--- config.mk ---
export PLATFORM = sky130hd
export DESIGN_NAME = pgm_space_mapper
export DESIGN_NICKNAME = d
export VERILOG_FILES = /design/src/core/pgm_space_mapper.v /design/src/core/pgm_word_reg.v
export VERILOG_INCLUDE_DIRS = /design/src /design/src/core
export SDC_FILE = /design/constraint.sdc
export NUM_CORES = 1
export LEC_CHECK = 0
export BUFFER_PORTS_ARGS = -buffer_cell sky130_fd_sc_hd__buf_4
export CORE_MARGIN = 5
export CORE_UTILIZATION = 40
export DETAILED_ROUTE_END_ITERATION = 12
export HOLD_SLACK_MARGIN = 0.12
export PLACE_DENSITY = 0.8
export SLEW_MARGIN = 5
export SYNTH_ARGS = -nofsm -noshare
export SYNTH_HDL_FRONTEND = slang
export SYNTH_SLANG_ARGS = --single-unit
--- constraint.sdc ---
create_clock -name clock -period 1.5 [get_ports clock]
set_input_delay 0 -clock clock [delete_from_list [all_inputs] [get_ports clock]]
set_output_delay 0 -clock clock [all_outputs]
set_load 0.03 [all_outputs]
--- src/core/pgm_map_consts.vh ---
// Constants for the program-space address mapper.
// Assumes a 16-bit data path and a 24-bit program address bus.
// Notes on behaviour
// - Program addresses are 24 bits wide; table and visibility addresses are built from 16-bit data-side values plus a page register.
// - Table reads and writes reach any byte or word of program space, all three bytes of a word included.
// - Visibility accesses are read-only and return only the low word of the program word.
// - A table address is the 8-bit table page in the top bits over the full 16-bit effective address.
// - Each table page value selects a 32K-word region.
// - Table page bit 7 picks user memory when 0 and configuration memory when 1.
// - A data-access effective address with bit 15 set is remapped as visibility page over the low 15 address bits.
// - A remapped access always drives program address bit 23 low.
// - In a remap, address bit 15 is ignored and program bit 15 comes from visibility page bit 0.
// - Instruction fetch forces bits 23 and 0 low and takes bits 22 to 1 from the program counter.
`ifndef PGM_MAP_CONSTS_VH
`define PGM_MAP_CONSTS_VH

`define PA_W        24
`define DA_W        16
`define PAGE_W      8
`define BYTE_W      8
`define PAGE_RST    8'h00
`define CFG_BIT     7
`define REMAP_BIT   15
`define OP_IDLE     2'h0
`define OP_FETCH    2'h1
`define OP_TBL_RD   2'h2
`define OP_TBL_WT   2'h3

`endif

--- src/core/pgm_space_mapper.v ---
// Program-space address mapper between the core address generator and flash.
// Assumes one request per cycle from the core and flash read data one cycle later.
`timescale 1ns/1ps
`include "pgm_map_consts.vh"

module pgm_space_mapper
(
   // Clock and reset
   input  wire                 clock,
   input  wire                 nrst,
   // Page register writes
   input  wire                 table_page_we,
   input  wire                 visibility_page_we,
   input  wire [`PAGE_W-1:0]   page_wdata,
   // Core request
   input  wire [1:0]           op_sel,
   input  wire                 data_rd,
   input  wire                 data_wr,
   input  wire                 byte_mode,
   input  wire                 high_byte,
   input  wire [`DA_W-1:0]     effective_address,
   input  wire [`DA_W-1:0]     wdata,
   input  wire [`PA_W-1:1]     pc,
   // Flash read data
   input  wire [`PA_W-1:0]     flash_rdata,
   // Flash side
   output reg  [`PA_W-1:0]     prog_addr_ff,
   output reg                  prog_rd_ff,
   output reg                  prog_wr_ff,
   output reg                  cfg_space_ff,
   output reg  [`DA_W-1:0]     prog_wdata_ff,
   output reg  [2:0]           prog_byte_en_ff,
   // Data memory side
   output reg  [`DA_W-1:0]     dmem_addr_ff,
   output reg                  dmem_rd_ff,
   output reg                  dmem_wr_ff,
   // Core read return
   output reg  [`DA_W-1:0]     rdata_ff,
   output reg                  rvalid_ff,
   // Page register views
   output reg  [`PAGE_W-1:0]   table_page_reg,
   output reg  [`PAGE_W-1:0]   visibility_page_reg
);

   ////////////////////////////////////////////////////////////////////
   // Decode helpers
   function is_remap;
      input [`DA_W-1:0] ea;
      begin
         is_remap = ea[`REMAP_BIT];
      end
   endfunction

   function [`PA_W-1:0] psv_addr;
      input [`PAGE_W-1:0] pg;
      input [`DA_W-1:0]   ea;
      begin
         psv_addr = {1'b0, pg[`PAGE_W-1:1], pg[0], ea[14:0]};
      end
   endfunction

   reg  [`PA_W-1:0]   nxt_addr;
   reg                nxt_prd;
   reg                nxt_pwr;
   reg                nxt_drd;
   reg                nxt_dwr;
   reg  [2:0]         nxt_ben;
   reg  [`PA_W-1:0]   nxt_word;
   reg                rd_pend_ff;
   reg                rd_psv_ff;
   reg                rd_byte_ff;
   reg  [1:0]         rd_lane_ff;
   wire [`PA_W-1:0]   word_ff;
   wire               is_tbl;
   wire               remap;

   assign is_tbl = (op_sel == `OP_TBL_RD) || (op_sel == `OP_TBL_WT);
   assign remap  = (op_sel == `OP_IDLE) && is_remap(effective_address);

   ////////////////////////////////////////////////////////////////////
   // Page registers
   always @(posedge clock or negedge nrst)
   begin
      if (!nrst)
      begin
         table_page_reg      <= `PAGE_RST;
         visibility_page_reg <= `PAGE_RST;
      end
      else
      begin
         if (table_page_we)
            table_page_reg <= page_wdata;
         if (visibility_page_we)
            visibility_page_reg <= page_wdata;
      end
   end

   ////////////////////////////////////////////////////////////////////
   // Address construction
   always @*
   begin
      nxt_addr = 24'h000000;
      nxt_prd  = 1'b0;
      nxt_pwr  = 1'b0;
      nxt_drd  = 1'b0;
      nxt_dwr  = 1'b0;
      nxt_ben  = 3'h0;
      case (op_sel)
         `OP_FETCH:
         begin
            nxt_addr = {1'b0, pc[22:1], 1'b0};
            nxt_prd  = 1'b1;
            nxt_ben  = 3'h7;
         end
         `OP_TBL_RD,
         `OP_TBL_WT:
         begin
            nxt_addr = {table_page_reg, effective_address};
            nxt_prd  = (op_sel == `OP_TBL_RD);
            nxt_pwr  = (op_sel == `OP_TBL_WT);
            // Byte lanes: word op covers low word, high byte op reaches upper byte
            if (!byte_mode)
               nxt_ben = 3'h3;
            else if (high_byte)
               nxt_ben = 3'h4;
            else if (effective_address[0])
               nxt_ben = 3'h2;
            else
               nxt_ben = 3'h1;
         end
         `OP_IDLE:
         begin
            if (remap)
            begin
               nxt_addr = psv_addr(visibility_page_reg, effective_address);
               nxt_prd  = data_rd;                      // writes dropped
               nxt_ben  = data_rd ? 3'h3 : 3'h0;
            end
            else
            begin
               nxt_drd = data_rd;
               nxt_dwr = data_wr;
            end
         end
         default:
         begin
            nxt_addr = 24'h000000;
         end
      endcase
   end

   ////////////////////////////////////////////////////////////////////
   // Request registers
   always @(posedge clock or negedge nrst)
   begin
      if (!nrst)
      begin
         prog_addr_ff    <= 24'h000000;
         prog_rd_ff      <= 1'b0;
         prog_wr_ff      <= 1'b0;
         cfg_space_ff    <= 1'b0;
         prog_wdata_ff   <= 16'h0000;
         prog_byte_en_ff <= 3'h0;
         dmem_addr_ff    <= 16'h0000;
         dmem_rd_ff      <= 1'b0;
         dmem_wr_ff      <= 1'b0;
         rd_pend_ff      <= 1'b0;
         rd_psv_ff       <= 1'b0;
         rd_byte_ff      <= 1'b0;
         rd_lane_ff      <= 2'h0;
      end
      else
      begin
         prog_addr_ff    <= nxt_addr;
         prog_rd_ff      <= nxt_prd;
         prog_wr_ff      <= nxt_pwr;
         cfg_space_ff    <= is_tbl & table_page_reg[`CFG_BIT];
         prog_wdata_ff   <= wdata;
         prog_byte_en_ff <= nxt_ben;
         dmem_addr_ff    <= effective_address;
         dmem_rd_ff      <= nxt_drd;
         dmem_wr_ff      <= nxt_dwr;
         rd_pend_ff      <= nxt_prd && (op_sel != `OP_FETCH);
         rd_psv_ff       <= remap;
         rd_byte_ff      <= byte_mode;
         rd_lane_ff      <= high_byte ? 2'h2 : {1'b0, effective_address[0]};
      end
   end

   ////////////////////////////////////////////////////////////////////
   // Flash word capture
   pgm_word_reg u_word
   (
      .clock   (clock),
      .nrst    (nrst),
      .load    (rd_pend_ff),
      .word_in (nxt_word),
      .word_ff (word_ff)
   );

   ////////////////////////////////////////////////////////////////////
   // Lane steering ahead of the word register, zero-extended
   always @*
   begin
      nxt_word = 24'h000000;
      if (rd_psv_ff || !rd_byte_ff)
         nxt_word = {8'h00, flash_rdata[15:0]};
      else if (rd_lane_ff == 2'h2)
         nxt_word = {16'h0000, flash_rdata[23:16]};
      else if (rd_lane_ff == 2'h1)
         nxt_word = {16'h0000, flash_rdata[15:8]};
      else
         nxt_word = {16'h0000, flash_rdata[7:0]};
   end

   // Read data is the low word of the captured register
   always @*
   begin
      rdata_ff = word_ff[`DA_W-1:0];
   end

   // Read valid pulse, one cycle behind the flash request
   always @(posedge clock or negedge nrst)
   begin
      if (!nrst)
         rvalid_ff <= 1'b0;
      else
         rvalid_ff <= rd_pend_ff;
   end

endmodule // pgm_space_mapper

--- src/core/pgm_word_reg.v ---
// Output register for one 24-bit program word with load enable.
// Assumes the flash word arrives on the same clock as the request.
`timescale 1ns/1ps
`include "pgm_map_consts.vh"

module pgm_word_reg
(
   // Clock and reset
   input  wire                 clock,
   input  wire                 nrst,
   // Capture
   input  wire                 load,
   input  wire [`PA_W-1:0]     word_in,
   // Stored word
   output reg  [`PA_W-1:0]     word_ff
);

   ////////////////////////////////////////////////////////////////////
   // Capture register
   always @(posedge clock or negedge nrst)
   begin
      if (!nrst)
         word_ff <= 24'h000000;
      else if (load)
         word_ff <= word_in;
   end

endmodule // pgm_word_reg

# Yosys cells after proc, flatten, opt, wreduce, memory -nomap -nowiden
# Index checks and enable logic that the tools add are counted.
[op_classes] eq_ne=6 mux=19 n_bitwise=1 reduce_logical=7
[op_table] operator="24-bit case mux with 3 select lines" n=1
[op_table] operator="16-bit 2-to-1 mux" n=2
[op_table] operator="23-bit 2-to-1 mux" n=1
[op_table] operator="3-bit case mux with 3 select lines" n=1
[op_table] operator="2-bit 2-to-1 mux" n=4
[op_table] operator="8-bit 2-to-1 mux" n=1
[op_table] operator="2-bit == test, second input constant" n=3
[op_table] operator="1-bit 2-to-1 mux" n=6
[op_table] operator="3-bit 2-to-1 mux" n=2
[op_table] operator="2-bit by 1-bit == test with 1-bit output, second input constant" n=2
[op_table] operator="1-bit case mux with 3 select lines" n=1
[op_table] operator="1-bit logical AND" n=2
[op_table] operator="2-bit zero test" n=1
[op_table] operator="1-bit logical OR" n=2
[op_table] operator="2-bit by 1-bit inequality test with 1-bit output, second input constant" n=1
[op_table] operator="2-bit OR reduction" n=1
[op_table] operator="1-bit bitwise AND" n=1
[op_table] operator="1-bit zero test" n=1
[totals] register_bits=102 input_bits=97 wordCells=50

# Longest topological paths before layout
[depth] ltp_word=5 mapped_depth=6 mapped_depth_nobuf=3

# Cells and area by module
# A second synthesis with hierarchy kept.
[hier_totals] hier_cells=286 hier_area_um2=4129.0
[by_module_without_submodules] mod="pgm_space_mapper" n_inst=1 cells_per_inst=235 area_each_um2=3131.8 seq_area_each_um2=2152.1
[by_module_without_submodules] mod="pgm_word_reg" n_inst=1 cells_per_inst=51 area_each_um2=997.2 seq_area_each_um2=600.6

# Worst setup path before layout
# No wires, ideal clock.
[synth_path] kind="register -> register" startpoint="register rd_lane_ff[0]" endpoint="register u_word.word_ff[4]" setup_time_ps=141 t_arrival_ps=1194 slack_ps=165 path_stages_with_launch=6 n_path_buf=2 period_less_slack_ps=1335 path_cell_list="dfrtp_1 buf_2 buf_2 mux2_1 a22oi_1 a31oi_1"
[synth_between] elab_chain_cells=4
[synth_rtl] element="start, declared" line="pgm_space_mapper.v:72" text="reg [1:0] rd_lane_ff;"
[synth_rtl] element="start signal, assigned" line="pgm_space_mapper.v:186" text="rd_lane_ff <= high_byte ? 2'h2 : {1'b0, effective_address[0]};"
[synth_rtl] element="2-bit by 1-bit == test with 1-bit output" line="pgm_space_mapper.v:210" text="else if (rd_lane_ff == 2'h1)"
[synth_rtl] element="8-bit 2-to-1 mux" line="pgm_space_mapper.v:210"
[synth_rtl] element="16-bit 2-to-1 mux (*)" line="pgm_space_mapper.v:208" text="else if (rd_lane_ff == 2'h2)"
[synth_rtl] element="16-bit 2-to-1 mux (*)" line="pgm_space_mapper.v:206" text="if (rd_psv_ff || !rd_byte_ff)"
[synth_rtl] element="end signal, assigned" line="pgm_word_reg.v:25" text="word_ff <= word_in;"
[synth_rtl] element="end, declared" line="pgm_word_reg.v:15" text="output reg [`PA_W-1:0] word_ff"
# Mark *: on every way between the ends. The rest lies on a longest branch, timed or not.
# A chain may end at the register's enable or synchronous reset.

# Worst setup path in the final report
[layout_path] startpoint="input port op_sel[0]" endpoint="register prog_addr_ff[17]"
[layout_between] elab_chain_cells=4
[layout_rtl] element="start, declared" line="pgm_space_mapper.v:16" text="input wire [1:0] op_sel,"
[layout_rtl] element="2-bit zero test"
[layout_rtl] element="1-bit logical AND" line="pgm_space_mapper.v:78" text="assign remap = (op_sel == `OP_IDLE) && is_remap(effective_address);"
[layout_rtl] element="23-bit 2-to-1 mux" line="pgm_space_mapper.v:133" text="if (remap)"
[layout_rtl] element="24-bit case mux with 3 select lines (*)" line="pgm_space_mapper.v:108" text="case (op_sel)"
[layout_rtl] element="named net nxt_addr[17]" line="pgm_space_mapper.v:62" text="reg [`PA_W-1:0] nxt_addr;"
[layout_rtl] element="end signal, assigned" line="pgm_space_mapper.v:174" text="prog_addr_ff <= nxt_addr;"
[layout_rtl] element="end, declared" line="pgm_space_mapper.v:27" text="output reg [`PA_W-1:0] prog_addr_ff,"
# Mark *: on every way through the listed nets, which the timed path passes. The rest lies on a longest branch.

==> impl_results.md <==
- Status: finished, final reports clean
- WP data arrival: approximately 1.7 ns
- Number of I/O port buffers: about 190
- Final instance area: ~6500 um^2
- CP Class: in -> reg
- Grt ovf: 0
- Final setup fails: 0
- Routed len/inst: about 18 um
- Root Buffer Master: clkbuf_8
- NetSw: 0.00206 W
- Worst Hold Class: in -> reg
- Peak supply drop: approximately 650 uV
- Vias per cell: between 4 and 5
- Routed Antenna Nets: 0
- Largest register FFs: 24
- H-Tree Depth: 3
- Fmax achieved: 0.689 GHz
- #FFs+latches synth: slightly above 100
- Starting Density: 0.408
- Vias after detailed routing: 3,414
- CTS Buf Count: 9
- Initial DRC Count: ~110
- Gpl congestion: approximately 0.87
- Cell variety after synth: 25
- Final worst slack: roughly 0.048 ns
- Post-Syn Nets: 380
- Worst-margin pin slew: roughly 1.2 ns
- Residual DRC: 0
- Max clock buf depth: 2
- Crit Reg-Reg Endpoint: u_word.word_ff[2]
- Final Hold Viols: 0
- Total die area: ~11,000 um^2
- Final Net Count: roughly 670
- Clock power share: 0.255
- Core area: between 9000 and 10,000 um^2
- DP Wirelength: 7.92 mm
- Post-synth EDFFs: 0
- DP Worst Slack: -0.0316 ns
- Power per Cell Area: around 1000 nW/um^2
- Layout cells sized above 1: 0.418
- Setup TNS: 0 ns
- Post-CTS Setup Bufs: 0
- Hold Path Depth: 4
- Critical Path RT: ~1.7 ns
- Syn_area_per_cell: 13.3 um^2
- Hold Path Origin: flash_rdata[20]
- Worst Hold Endpoint: u_word.word_ff[4]
- Clk sink count: about 100
- Reg2Reg Launch Point: rd_lane_ff[0]
- Vias in the first global route: a little under 4,000
- Initial antenna violation count: 0
- Reg power frac: 0.480
- Worst-Skew Late Latency: 0.36 ns
- Netlist Area Pre-Place: approximately 3800 um^2
- Sequential fraction of the synthesis area: 0.680
- Headroom to the max-slew limit: 0.192
- Top_reg_cell synth: dfrtp_1
- Pin count of the biggest net entering global routing: 48
- Max-cap violations: 0
- Logic gate share of total power: 0.265
- Sw frac: 0.318
- Drt pass-1 iters: 4
- Final period util: 0.968
- # rows: 35
- Horiz. Die Dim: between 100 and 150 um
- Synth top area share: 0.680
- Syn Inst Count: 283
- LEAKAGE: around 3.1 nW
- Most flop-heavy register: prog_addr_ff
- P&R area growth vs syn: 73.2%
- Largest area contributor in the netlist: dfrtp_1
- I/O pin count: about 190
- R2R Setup Slk: ~0.11 ns
- Ys async rst share: 1.00
- Clock transition at path regs: 0.10 ns
- CP Capture Type: register
- Synth warn: 0
- Post-layout min period: 1.45 ns
- R2R cell count: 4
- Max Slew Vio Count: 0
- Count leader, synth: dfrtp_1
- Die Ht: roughly 110 um
- CTS tree: done
- Placed cell area: approximately 5300 um^2
- RSZ-0062 raised after global routing: yes
- Tot GR Track Use: 0.218
- Max Fanout on Critical Path: 11
- Total Wirelength: approximately 12 mm
- Commonest cells post-synth: dfrtp_1 (102), mux2_2 (20), o21ai_0 (16)
- Clk_skew: 0.0110 ns
- First-pass GRT wire length: just under 20 mm
- CP Launch Type: input port
- Top cells by area, synth: dfrtp_1 (68%), mux2_2 (6.0%), a22o_1 (3.3%), a22oi_1 (3.0%), and2_1 (2.5%)
- Internal power: 0.00442 W
-- power groups by stage --
| stage | Sequential, W | Clock, W | Combinational [W] |
|---|---|---|---|
| floorplan | 0.00359 | 0 | 0.000303 |
| global placement | 0.00315 | 0 | 0.00146 |
| detailed placement | 0.00316 | 0 | 0.00148 |
| CTS | 0.00311 | 0.00171 | 0.00171 |
| global route | 0.00314 | 0.00182 | 0.00183 |
| finish | 0.00311 | 0.00165 | 0.00172 |
-- cells by family (layout without fill, tap and decap cells) --
kind of cell    Yosys count  after routing  synth area share
other cells               0              1                 0
simple gates             62             62            0.0950
compound gates           66             66             0.116
flops                   102            102             0.680
buf+inv                  29            325            0.0377
mux                      24             24            0.0720
-- cells in the final DEF, fill, tap and decap left out, drive strengths merged --
master,count
inv,12
a22o,14
a22oi,15
nor4bb,8
clkinvlp,1
nor2,12
nor3,1
nand2,10
diode,1
mux2,24
a31oi,8
nor3b,1
dlygate4sd3,99
and2,15
buf,201
clkbuf,9
o21ai,28
a31o,1
nand3,9
nor2b,4
or2,1
clkinv,3
nand2b,1
dfrtp,102
-- per-layer routing --
metal  vias up  wire length (um)  global-route usage
met5         -                 0                   0
met4         0               184              0.0694
met2       159              6640               0.409
li1       1574                 -                   -
met1      1664              4570               0.235
met3        17               904              0.0638
-- critical path, cell delays in order --
cell and delay, ns:
buf_4 0.12, dlygate4sd3_1 0.58, buf_4 0.19, a22oi_2 0.17
dlygate4sd3_1 0.56, o21ai_0 0.07
-- final cells by class --
cell class	instances	area [um^2]
tap	111	139
clock inverter	7	65.1
inverter	9	33.8
timing repair buffer	300	2510
fill	621	2690
multi-input combinational	152	1070
clock buffer	9	124
sequential	102	2550
antenna	1	2.50
-- worst max path at each step --
stage,cells past startpoint,end,slack [ns],from
after floorplan,5,u_word.word_ff[4],0.16,rd_lane_ff[0]
after global placement,3,u_word.word_ff[0],0.03,rd_lane_ff[0]
after detailed placement,4,u_word.word_ff[2],-0.03,rd_lane_ff[0]
after CTS,4,u_word.word_ff[2],0.06,rd_lane_ff[0]
after global routing,4,u_word.word_ff[2],-0.02,rd_lane_ff[0]
final,6,prog_addr_ff[17],0.05,op_sel[0]
-- metrics by stage --
step	hold slack, ns	power (W)	utilization	std cells
2_1_floorplan	-0.296	0.00390	-	283
3_3_place_gp	-0.0430	0.00461	0.577	575
3_5_place_dp	-0.0350	0.00464	0.577	575
4_1_cts	0.124	0.00652	0.707	691
5_1_grt	0.170	0.00679	0.707	690
6_report	0.150	0.00648	0.707	691
-- repair_timing --
action	CTS	global route
hold buffers	100	0
setup endpoints to repair	3	10
endpoints found under the hold margin	201	0
gates cloned	0	0
resized for setup	1	3
No activity file was read; power rests on OpenSTA's default activity.
